<file path="config.mk">
export PLATFORM = sky130hd
export DESIGN_NAME = prog_link_access
export DESIGN_NICKNAME = d
export VERILOG_FILES = /design/src/hw/prog_link_pkg.sv /design/src/hw/prog_link_access.sv /design/src/hw/turnaround_timer.sv
export VERILOG_INCLUDE_DIRS = /design/src /design/src/hw
export SDC_FILE = /design/constraint.sdc
export NUM_CORES = 1
export LEC_CHECK = 0
export ABC_AREA = 1
export BUFFER_PORTS_ARGS = -buffer_cell sky130_fd_sc_hd__buf_2
export CAP_MARGIN = 20
export CORE_UTILIZATION = 50
export DETAILED_ROUTE_END_ITERATION = 8
export PLACE_DENSITY = 0.73
export SETUP_SLACK_MARGIN = 0.4
export SLEW_MARGIN = 20
export SYNTH_ARGS = -nofsm -noshare
export SYNTH_HDL_FRONTEND = slang
export SYNTH_SLANG_ARGS = --single-unit
</file>
<file path="constraint.sdc">
create_clock -name clk_sys_i -period 3.9 [get_ports clk_sys_i]
set_input_delay 0.78 -clock clk_sys_i [delete_from_list [all_inputs] [get_ports clk_sys_i]]
set_output_delay 0.78 -clock clk_sys_i [all_outputs]
set_load 0.01 [all_outputs]
</file>
<file path="src/hw/prog_link_regs.svh">
// offsets, field positions, reset values and counts of the access layer
// assumes inclusion by bare name from the package and the design modules
`ifndef PROG_LINK_REGS_SVH
`define PROG_LINK_REGS_SVH

// control/status space addresses
`define CSS_ADDR_STATUS        4'h0
`define CSS_ADDR_LINK_CTRL     4'h2
`define CSS_ADDR_IDENT         4'hF

// field positions
`define STATUS_PROG_EN_BIT     1
`define LINK_CTRL_GT_MSB       2

// reset values
`define STATUS_RESET           8'h00
`define GUARD_SEL_RESET        3'h0
// identification code, value is arbitrary
`define IDENT_CODE_DEFAULT     8'h5A

// instruction decoding, value after masking
`define OPC_IO_WRITE_MASK      8'h90
`define OPC_IO_WRITE_VAL       8'h90
`define OPC_CS_READ_MASK       8'hF0
`define OPC_CS_READ_VAL        8'h80
`define OPC_CS_WRITE_MASK      8'hF0
`define OPC_CS_WRITE_VAL       8'hC0
`define OPC_KEY_MASK           8'hFF
`define OPC_KEY_VAL            8'hE0

// unlock key and the index of its last byte
`define UNLOCK_KEY             64'h1289AB45CDD888FF
`define KEY_LAST_INDEX         4'h7

// turnaround: extra idle bits on top of the guard time
`define TURN_BASE_IDLE_BITS    8'h02
`define GUARD_MAX_IDLE_BITS    8'h80
`define GUARD_SEL_NONE         3'h7

`endif

</file>
<file path="src/hw/prog_link_pkg.sv">
// types and shared decoding of the programming link access layer
// assumes prog_link_regs.svh on the include path
`include "prog_link_regs.svh"

package prog_link_pkg;

   typedef enum logic [2:0]
   {
      ST_IDLE       = 3'b000,
      ST_IO_DATA    = 3'b001,
      ST_CS_WR_DATA = 3'b010,
      ST_CS_RD_WAIT = 3'b011,
      ST_CS_RD_SEND = 3'b100,
      ST_KEY_DATA   = 3'b101,
      ST_ERROR      = 3'b110
   } acc_state_t;

   typedef struct packed
   {
      logic       valid;
      logic [7:0] data;
   } rx_byte_t;

   typedef struct packed
   {
      logic       parity;
      logic       frame;
      logic       collision;
      logic       brk;
   } link_fault_t;

   typedef struct packed
   {
      logic       valid;
      logic [5:0] addr;
      logic [7:0] data;
   } io_write_t;

   typedef struct packed
   {
      acc_state_t  state;
      logic [5:0]  addr;
      logic [63:0] key;
      logic [3:0]  key_cnt;
      logic        prog_en;
      logic [2:0]  guard_sel;
      logic [7:0]  tx_byte;
      logic        tx_valid;
      logic        io_wr;
      logic [7:0]  byte_hold;
      logic        other_instr;
   } acc_regs_t;

   typedef struct packed
   {
      logic       busy;
      logic       done;
      logic [7:0] cnt;
   } turn_regs_t;

   // extra idle bits selected by the guard-time field
   function automatic logic [7:0] guard_idle_bits(input logic [2:0] sel);
      if (sel == `GUARD_SEL_NONE)
         guard_idle_bits = 8'h00;
      else
         guard_idle_bits = `GUARD_MAX_IDLE_BITS >> sel;
   endfunction

   // read value of the control/status space
   function automatic logic [7:0] css_read(input logic [3:0] addr,
                                           input logic       prog_en,
                                           input logic [2:0] guard_sel,
                                           input logic [7:0] ident);
      css_read = 8'h00;
      case (addr)
         `CSS_ADDR_STATUS:    css_read[`STATUS_PROG_EN_BIT] = prog_en;
         `CSS_ADDR_LINK_CTRL: css_read[`LINK_CTRL_GT_MSB:0] = guard_sel;
         `CSS_ADDR_IDENT:     css_read = ident;
         default:             css_read = 8'h00;
      endcase
   endfunction

endpackage

</file>
<file path="src/hw/prog_link_access.sv">
// access layer of the serial programming link: instruction decode,
// control/status space, unlock key and turnaround guard time
// assumes the physical layer runs on clk_sys_i and hands over whole
// bytes, fault pulses and bit-time ticks; it sends tx_byte_o once
// tx_valid_o and tx_ready_i are both high
//
// Function
// - i/o-write stores next byte at the six scattered address bits
// - control-space read loads addressed byte for serial read-out
// - control-space write stores next byte at low four address bits
// - key instruction is followed by exactly eight key bytes
// - programming disabled after reset, enabled only by exact key
// - writing zero to programming-enabled bit disables programming
// - control/status registers reachable only by control-space access
// - status at 0x0, link control at 0x2, ident at 0xF
// - ident register returns fixed eight-bit identification code
// - unused status and link control bits read zero
// - guard-time field adds idle bits only on receive-to-transmit
// - turnaround idle equals guard time plus two bits
// - guard codes 0..7 give 128,64,32,16,8,4,2,0 extra bits
// - status resets to zero, enable bit reads live enable state
// - instruction then operands; device sends only read operands
// - link fault aborts and holds error state until a break
`include "prog_link_regs.svh"

module prog_link_access
#(
   parameter logic [7:0] IDENT_CODE = `IDENT_CODE_DEFAULT
)
(
   input  wire logic                       clk_sys_i,
   input  wire logic                       reset_i,
   input  wire prog_link_pkg::rx_byte_t    rx_i,
   input  wire prog_link_pkg::link_fault_t fault_i,
   input  wire logic                       bit_tick_i,
   input  wire logic                       tx_ready_i,
   output logic                            tx_valid_o,
   output logic [7:0]                      tx_byte_o,
   output prog_link_pkg::io_write_t        io_write_o,
   output logic                            prog_enabled_o,
   output logic [2:0]                      guard_time_sel_o,
   output logic                            error_o,
   output logic                            other_instr_o,
   output logic [7:0]                      other_opcode_o
);

   prog_link_pkg::acc_regs_t q;
   prog_link_pkg::acc_regs_t d;

   logic        any_fault;
   logic        turn_start;
   logic        turn_done;
   logic [63:0] key_next;
   logic        key_last;
   logic        key_hit;

   assign any_fault = fault_i.parity | fault_i.frame
                    | fault_i.collision | fault_i.brk;
   assign key_next  = {rx_i.data, q.key[63:8]};
   assign key_last  = q.key_cnt == `KEY_LAST_INDEX;
   assign key_hit   = q.state == prog_link_pkg::ST_KEY_DATA && rx_i.valid
                    && !any_fault && key_last && key_next == `UNLOCK_KEY;

   always_comb
   begin
      d             = q;
      d.io_wr       = 1'b0;
      d.other_instr = 1'b0;
      turn_start    = 1'b0;
      if (any_fault)
      begin
         if (q.state == prog_link_pkg::ST_ERROR)
         begin
            if (fault_i.brk)
               d.state = prog_link_pkg::ST_IDLE;
         end
         else
         begin
            d.state    = prog_link_pkg::ST_ERROR;
            d.tx_valid = 1'b0;
         end
      end
      else
      begin
         case (q.state)
            prog_link_pkg::ST_IDLE:
            begin
               if (rx_i.valid)
               begin
                  if ((rx_i.data & `OPC_IO_WRITE_MASK) == `OPC_IO_WRITE_VAL)
                  begin
                     d.addr  = {rx_i.data[6:5], rx_i.data[3:0]};
                     d.state = prog_link_pkg::ST_IO_DATA;
                  end
                  else if ((rx_i.data & `OPC_CS_READ_MASK)
                           == `OPC_CS_READ_VAL)
                  begin
                     d.addr    = {2'b00, rx_i.data[3:0]};
                     d.tx_byte = prog_link_pkg::css_read(rx_i.data[3:0],
                                    q.prog_en, q.guard_sel,
                                    IDENT_CODE);
                     turn_start = 1'b1;
                     d.state    = prog_link_pkg::ST_CS_RD_WAIT;
                  end
                  else if ((rx_i.data & `OPC_CS_WRITE_MASK)
                           == `OPC_CS_WRITE_VAL)
                  begin
                     d.addr  = {2'b00, rx_i.data[3:0]};
                     d.state = prog_link_pkg::ST_CS_WR_DATA;
                  end
                  else if ((rx_i.data & `OPC_KEY_MASK) == `OPC_KEY_VAL)
                  begin
                     d.key_cnt = 4'h0;
                     d.state   = prog_link_pkg::ST_KEY_DATA;
                  end
                  else
                  begin
                     d.other_instr = 1'b1;
                     d.byte_hold   = rx_i.data;
                  end
               end
            end
            prog_link_pkg::ST_IO_DATA:
            begin
               if (rx_i.valid)
               begin
                  d.io_wr     = 1'b1;
                  d.byte_hold = rx_i.data;
                  d.state     = prog_link_pkg::ST_IDLE;
               end
            end
            prog_link_pkg::ST_CS_WR_DATA:
            begin
               if (rx_i.valid)
               begin
                  case (q.addr[3:0])
                     `CSS_ADDR_STATUS:
                     begin
                        if (!rx_i.data[`STATUS_PROG_EN_BIT])
                           d.prog_en = 1'b0;
                     end
                     `CSS_ADDR_LINK_CTRL:
                        d.guard_sel = rx_i.data[`LINK_CTRL_GT_MSB:0];
                     default:
                        d.guard_sel = q.guard_sel;
                  endcase
                  d.state = prog_link_pkg::ST_IDLE;
               end
            end
            prog_link_pkg::ST_CS_RD_WAIT:
            begin
               if (turn_done)
               begin
                  d.tx_valid = 1'b1;
                  d.state    = prog_link_pkg::ST_CS_RD_SEND;
               end
            end
            prog_link_pkg::ST_CS_RD_SEND:
            begin
               if (tx_ready_i)
               begin
                  d.tx_valid = 1'b0;
                  d.state    = prog_link_pkg::ST_IDLE;
               end
            end
            prog_link_pkg::ST_KEY_DATA:
            begin
               if (rx_i.valid)
               begin
                  d.key     = key_next;
                  d.key_cnt = q.key_cnt + 4'h1;
                  if (key_last)
                  begin
                     d.prog_en = key_next == `UNLOCK_KEY;
                     d.state   = prog_link_pkg::ST_IDLE;
                  end
               end
            end
            prog_link_pkg::ST_ERROR:
               d.state = prog_link_pkg::ST_ERROR;
            default:
               d.state = prog_link_pkg::ST_IDLE;
         endcase
      end
   end

   always_ff @(posedge clk_sys_i or posedge reset_i)
   begin
      if (reset_i)
      begin
         q           <= '0;
         q.state     <= prog_link_pkg::ST_IDLE;
         q.prog_en   <= 1'(`STATUS_RESET >> `STATUS_PROG_EN_BIT);
         q.guard_sel <= `GUARD_SEL_RESET;
      end
      else
      begin
         q <= d;
      end
   end

   turnaround_timer u_turn
   (
      .clk_sys_i   (clk_sys_i),
      .reset_i     (reset_i),
      .start_i     (turn_start),
      .abort_i     (any_fault),
      .bit_tick_i  (bit_tick_i),
      .guard_sel_i (q.guard_sel),
      .done_o      (turn_done)
   );

   assign tx_valid_o       = q.tx_valid;
   assign tx_byte_o        = q.tx_byte;
   assign io_write_o.valid = q.io_wr;
   assign io_write_o.addr  = q.addr;
   assign io_write_o.data  = q.byte_hold;
   assign prog_enabled_o   = q.prog_en;
   assign guard_time_sel_o = q.guard_sel;
   assign error_o          = q.state == prog_link_pkg::ST_ERROR;
   assign other_instr_o    = q.other_instr;
   assign other_opcode_o   = q.byte_hold;
endmodule

</file>
<file path="src/hw/turnaround_timer.sv">
// idle-bit counter for the receive-to-transmit turnaround
// assumes bit_tick_i is a one-cycle pulse per link bit time, same clock
`include "prog_link_regs.svh"

module turnaround_timer
(
   input  wire logic       clk_sys_i,
   input  wire logic       reset_i,
   input  wire logic       start_i,
   input  wire logic       abort_i,
   input  wire logic       bit_tick_i,
   input  wire logic [2:0] guard_sel_i,
   output logic            done_o
);

   prog_link_pkg::turn_regs_t q;
   prog_link_pkg::turn_regs_t d;

   always_comb
   begin
      d      = q;
      d.done = 1'b0;
      if (abort_i)
      begin
         d.busy = 1'b0;
      end
      else if (start_i)
      begin
         d.busy = 1'b1;
         d.cnt  = prog_link_pkg::guard_idle_bits(guard_sel_i)
                  + `TURN_BASE_IDLE_BITS;
      end
      else if (q.busy && bit_tick_i)
      begin
         if (q.cnt == 8'h01)
         begin
            d.busy = 1'b0;
            d.done = 1'b1;
         end
         d.cnt = q.cnt - 8'h01;
      end
   end

   always_ff @(posedge clk_sys_i or posedge reset_i)
   begin
      if (reset_i)
         q <= '0;
      else
         q <= d;
   end

   assign done_o = q.done;

   // ticks seen since start, and the count expected for that start
   logic [7:0] ticks_q;
   logic [7:0] want_q;

   always_ff @(posedge clk_sys_i or posedge reset_i)
   begin
      if (reset_i)
      begin
         ticks_q <= 8'h00;
         want_q  <= 8'h00;
      end
      else if (start_i)
      begin
         ticks_q <= 8'h00;
         want_q  <= prog_link_pkg::guard_idle_bits(guard_sel_i)
                    + `TURN_BASE_IDLE_BITS;
      end
      else if (q.busy && bit_tick_i)
      begin
         ticks_q <= ticks_q + 8'h01;
      end
   end
endmodule

</file>
==> metrics.csv, run 1 <==
metric,value,unit
Yosys top cell area share,47.98,%
gr usage total,21.65,%
Setup Buffers After CTS,0,
CP required,3120,ps
outcome,"complete, no violations",
Ports,55,
DRC viols,0,
hpwl dp,7.741,mm
met1 Use GR,31.15,%
Syn Inst Count,637,
GR Overflow Total,0,
Worst-path clk slew,100,ps
routed len/inst,13.67,um
nets,675,
H-tree depth,3,
initial DRC count,356,
Power Total,0.002175,W
WP data arrival,1430,ps
Setup Crit Path Kind,flip-flop to output pin,
Least-Margin Pin Slew,881.1,ps
switching power,0.0006610,W
dominant cell by count in the synthesized netlist,nand2_1,
clk sink count,98,
P_leak,2.819,nW
worst relative slew slack,41.26,%
Pre-antenna DRT Iters,5,
count of cell types in the netlist,39,
max-slew violations,0,
Setup crit start kind,flip-flop,
"flops & latches, synth",98,
grt met3 use,3.186,%
Int Pwr,0.001514,W
synth warn,0,
met2 usage,33.08,%
chip width,103.1,um
antenna violations before repair,0,
Logic pwr share,16.9,%
Reg power frac,51.1,%
CTS buffer count,9,
CP Max Fanout,7,
Post-synth ARST share,100.0,%
Sw Ratio,30.39,%
Bufs on Longest Clock Path,2,
synth cell count leaders,"nand2_1, dfrtp_1, inv_1, nor2_1, o21ai_0",
min Tclk post-route,2211,ps
Crit. End Element,output pin,
largest net degree at the start of global routing,73,
root buf cell,clkbuf_8,
syn avg cell area,8.024,um2
area grow syn2layout,5.728,%
routed vias,4177,
first-pass GRT wire length,17.55,mm
cts hold-fix bufs,0,
Post-synth EDFFs,0,
Initial Util,52.05,%
worst skew pair latency,380,ps
Clk network pwr share,32.0,%
Die Span Y,103.1,um
Tcrit/Tclk final,56.69,%
max-capacitance violation count,0,
power per cell area,402.5,nW/um2
GPL Wtd Cong,0.8639,
Post-Route WL,10.83,mm
Final setup viols,0,
"Cell Area, Synth",5111,um2
sequential share of the synthesized area,47.98,%
FP Rows,36,
detail-routed via count per cell,5.274,
# diodes,0,
RSZ-0062 raised after global routing,false,
Clock Skew,8.802,ps
ANT nets after route,0,
Post-synth top flop,dfrtp_1,
Min-Delay Path Class,flip-flop to flip-flop,
Area contributors post-synth,"dfrtp_1, nand2_1, buf_4, inv_1, nor2_1",
largest area contributor in the netlist,dfrtp_1,
Core Area,9819,um2
setup_tns,0,ps
vias in the first global route,3703,
share of cells above drive strength 1,15.48,%
Hold Fails Final Rpt,0,
Top Usage Layer GRT,met2,
Max rail drop VDD,0.0001659,V
CTS tree,built,
die area,10630,um2
cts repair resizes,0,
port bufs,52,
FMAX,0.4523,GHz
==> path summary, 6_finish.rpt <==
check	endpoint	slack, ps	start	cells past startpoint
min in group asynchronous	key_next[20]	580	reset_i	2
worst max-delay path	error_o	1690	q[97]	4
worst max register to register	key_next[4]	2160	q[98]	6
worst min-delay path	key_next[2]	490	key_next[2]	2
max in group asynchronous	key_next[48]	2560	reset_i	3
worst min register to register	key_next[2]	490	key_next[2]	2
==> kinds of logic (layout without fill, tap and decap cells) <==
family                     count (synthesis)  in the layout  share of synthesized area, %
AOI/OAI and AO/OA                         84             84                         8.911
xor gates and xnor gates                   6              6                         1.028
adders and majority gates                  4              4                        0.9792
buffers and inverters                    114            135                         12.34
DFF                                       98             98                         47.98
other                                      1              2                       0.07337
and+or+nand+nor                          330            330                         28.69
==> metal layers <==
metal | share of wire [%] | vias up
met5 | 0 | -
met4 | 1.8 | 0
met2 | 45 | 140
met1 | 48 | 1989
met3 | 5.2 | 17
li1 | - | 2031
==> power by group through the flow <==
stage | Clock, W | Combinational (W) | Sequential (W)
2_1_floorplan | 0 | 0.000318 | 0.00112
3_3_place_gp | 0 | 0.000358 | 0.00113
3_5_place_dp | 0 | 0.000365 | 0.00113
4_1_cts | 0.000706 | 0.000368 | 0.00111
5_1_grt | 0.000741 | 0.000416 | 0.00112
6_report | 0.000696 | 0.000367 | 0.00111
==> cell usage in the layout, fill, tap and decap left out, types with 4 or more instances in the layout <==
master,instances
nand4_1,12
o21ai_0,38
a31oi_1,4
nand2_1,191
nand3_4,4
nor2_1,58
xor2_1,5
nor3_1,10
inv_1,57
o21ai_1,25
ha_1,4
buf_2,52
a21oi_1,7
nand3_1,35
nand2_2,5
dfrtp_1,98
clkbuf_8,10
==> registers in the layout, summed over array words and instances, names as in the netlist <==
signal            count
prog_enabled_o        1
key_next             56
other_opcode_o        8
q                     7
io_write_o            7
tx_valid_o            1
u_turn.q              9
u_turn.done_o         1
guard_time_sel_o      3
other_instr_o         1
tx_byte_o             4
==> worst max-delay path, stage by stage (launching register included) <==
cell,delay (ps)
dfrtp_1,580
inv_1,110
nand3_1,160
inv_1,80
buf_2,140
==> area by class of cell <==
type	instances	area, um2
Clock buffer	10	137.6
Clock inverter	6	71.32
Fill cell	947	4415
Inverter	64	261.5
Multi-Input combinational cell	426	2032
Sequential cell	98	2452
Tap cell	133	166.4
Timing Repair Buffer	55	282.8
==> metrics by stage <==
step | worst slack [ps] | std cells | hold WS [ps] | instance area (um2) | utilization (%)
floorplan | 557.9 | 638 | 441.7 | 5115 | -
global placement | 1575 | 776 | 456.7 | 5195 | 52.91
detailed placement | 1515 | 776 | 460.3 | 5195 | 52.91
CTS | 1682 | 792 | 483.7 | 5404 | 55.03
global route | 1552 | 792 | 507.1 | 5404 | 55.03
finish | 1689 | 792 | 486.6 | 5404 | 55.03
(Power assumes the default switching activity.)
==> run 2: changes to the inputs <==
- ABC_AREA: 1 -> 0
- clock period: 3.9 -> 2.3 ns (I/O delays scaled with it)
==> metrics.csv, run 2 <==
metric,value,unit,change
Crit. End Element,flip-flop,,was output pin
Worst R2R Path Depth,5,,was 6
Die Span Y,100.9,um,was 103.1 um
setup_tns,0,ps,unchanged
Pre-antenna DRT Iters,5,,unchanged
Final setup viols,0,,unchanged
ANT nets after route,0,,unchanged
synth warn,0,,unchanged
final core utilization,57.56,%,was 55.03%
worst skew pair latency,350,ps,was 380 ps
Max rail drop VDD,0.0003902,V,was 0.0001659 V
vias in the first global route,3582,,was 3703
CP startpoint,q[97],,unchanged
first-pass GRT wire length,17.59,mm,was 17.55 mm
P_leak,2.712,nW,was 2.819 nW
most frequent cells in the layout,"nand2_1, dfrtp_1, buf_2",,"was nand2_1, dfrtp_1, nor2_1"
Worst-path clk slew,90,ps,was 100 ps
nets,601,,was 675
H-tree depth,3,,unchanged
r2r startpoint,q[97],,was q[98]
share of cells above drive strength 1,19.86,%,was 15.48%
die area,10180,um2,was 10630 um2
"most common cell after layout, fill and taps aside",nand2_1,,unchanged
root buf cell,clkbuf_8,,unchanged
Clock Skew,10.81,ps,was 8.802 ps
sequential share of the synthesized area,50.13,%,was 47.98%
synth cell count leaders,"nand2_1, dfrtp_1, buf_4",,"was nand2_1, dfrtp_1, inv_1, nor2_1, o21ai_0"
Setup crit start kind,flip-flop,,unchanged
DRC viols,0,,unchanged
Bufs on Longest Clock Path,2,,unchanged
GR Overflow Total,0,,unchanged
crit path to,prog_enabled_o,,was error_o
detail-routed via count per cell,5.541,,was 5.274
count of cell types in the netlist,53,,was 39
gr usage total,22.24,%,was 21.65%
WP data arrival,2230,ps,was 1430 ps
Tcrit/Tclk final,86.82,%,
Ports,55,,unchanged
max-slew violations,0,,unchanged
syn avg cell area,8.815,um2,was 8.024 um2
Post-synth ARST share,100.0,%,unchanged
GPL Wtd Cong,0.8742,,was 0.8639
Area contributors post-synth,"dfrtp_1, nand2_1, buf_4, o21ai_0, mux2_2",,"was dfrtp_1, nand2_1, buf_4, inv_1, nor2_1"
RSZ-0062 raised after global routing,true,,was false
area grow syn2layout,10.26,%,was 5.728%
max reg flops,56,,unchanged
chip width,100.9,um,was 103.1 um
Post-synth EDFFs,0,,unchanged
dominant cell by count in the synthesized netlist,nand2_1,,unchanged
Min-Delay Path Class,input port to asynchronous set/reset pin,,was flip-flop to flip-flop
R2R Path End,prog_enabled_o,,was key_next[4]
Post-Route WL,10.74,mm,was 10.83 mm
Initial Util,52.20,%,was 52.05%
Post-synth top flop,dfrtp_1,,unchanged
worst relative slew slack,53.79,%,was 41.26%
CP Max Fanout,2,,was 7
Yosys top cell area share,50.13,%,was 47.98%
Core Area,9371,um2,was 9819 um2
max-capacitance violation count,0,,unchanged
CP required,2540,ps,was 3120 ps
CTS tree,built,,unchanged
power per cell area,667.6,nW/um2,was 402.5 nW/um2
Hold Fails Final Rpt,0,,unchanged
initial DRC count,350,,was 356
outcome,"complete, no violations",,unchanged
routed vias,3951,,was 4177
FMAX,0.5008,GHz,
largest net degree at the start of global routing,61,,was 73
FP Rows,35,,was 36
antenna violations before repair,0,,unchanged
Setup Crit Path Kind,flip-flop to flip-flop,,was flip-flop to output pin
CTS buffer count,9,,unchanged
"Cell Area, Synth",4892,um2,was 5111 um2
port bufs,52,,unchanged
# diodes,0,,unchanged
routed len/inst,15.06,um,was 13.67 um
Syn Inst Count,555,,was 637
hpwl dp,7.557,mm,was 7.741 mm
clk sink count,98,,unchanged
largest area contributor in the netlist,dfrtp_1,,unchanged
Fill cells,843,,was 947
min Tclk post-route,1997,ps,
Least-Margin Pin Slew,691.7,ps,was 881.1 ps
R2R Setup Slk,300,ps,was 2160 ps
"flops & latches, synth",98,,unchanged
==> run 2: cell count changes after synthesis, sizes merged, moves of 10 or more <==
| cell | delta |
|---|---|
| nand3 | -25 |
| inv | -47 |
| mux2 | +10 |
| o21ai | -44 |
| nor2 | -49 |
| clkbuf | +16 |
==> run 2: stage by stage <==
stage	hold slack, ps	setup WS, ps	instance area [um2]	cells	total power (W)
floorplan	437.0	415.0	4917	556	0.002502
global placement	450.3	187.6	5156	694	0.002601
detailed placement	458.4	142.9	5156	694	0.002625
CTS	223.4	331.4	5351	711	0.003601
global route	250.6	241.7	5394	713	0.003765
finish	198.9	303.1	5394	713	0.003601
==> run 2: repair_timing <==
item / CTS / global route
hold endpoints to repair: 0 / 0
hold buffers: 0 / 0
buffers inserted: 2 / 2
pin swaps: 1 / 3
endpoints found under the setup margin: 5 / 21
resized for setup: 5 / 6
==> run 2: power breakdown <==
group	switching, W	internal (W)
sequential	0.000101	0.00181
clock	0.000575	0.000396
combinational	0.000408	0.000306
==> run 2: layer usage <==
| metal | vias up | track usage (%) | part of all wire (%) |
|---|---|---|---|
| li1 | 1890 | - | - |
| met1 | 1902 | 34.14 | 48 |
| met2 | 149 | 32.93 | 44 |
| met3 | 10 | 3.259 | 6.5 |
| met4 | 0 | 5.909 | 1.0 |
| met5 | - | 0 | 0 |
==> run 2: logic make-up after synthesis <==
| logic type | Yosys count | share of synthesized area (%) |
|---|---|---|
| compound gates | 63 | 8.134 |
| xor+xnor | 3 | 0.5372 |
| fa+ha+maj | 4 | 1.023 |
| buf+inv | 78 | 8.875 |
| flops | 98 | 50.13 |
| mux | 11 | 2.506 |
| other cells | 1 | 0.07665 |
| simple gates | 297 | 28.72 |
==> run 2: critical path, stage by stage (launching register included) <==
cell and delay (ps):
dfrtp_1 400, or3b_4 420, or4_4 460, o22ai_2 170, o211ai_1 120, mux2_1 320
==> run 2: layout make-up <==
cell class                      count  area [um2]  area share, %
Sequential cell                    98        2452          45.47
Tap cell                          129       161.4          2.992
Inverter                           16       63.81          1.183
Clock inverter                      3       25.02         0.4639
Clock buffer                       12       135.1          2.505
Timing Repair Buffer               75       478.0          8.861
Multi-Input combinational cell    380        2078          38.53
==> run 2: worst min-delay path by stage <==
stage                      startpoint      endpoint  slack (ps)  depth (start not counted)
after floorplan           key_next[2]   key_next[2]         440                          2
after global placement    key_next[1]   key_next[1]         450                          2
after detailed placement  key_next[6]   key_next[6]         460                          2
after CTS                     reset_i  key_next[15]         220                          2
after global routing          reset_i  key_next[15]         250                          2
final                         reset_i  key_next[15]         200                          2
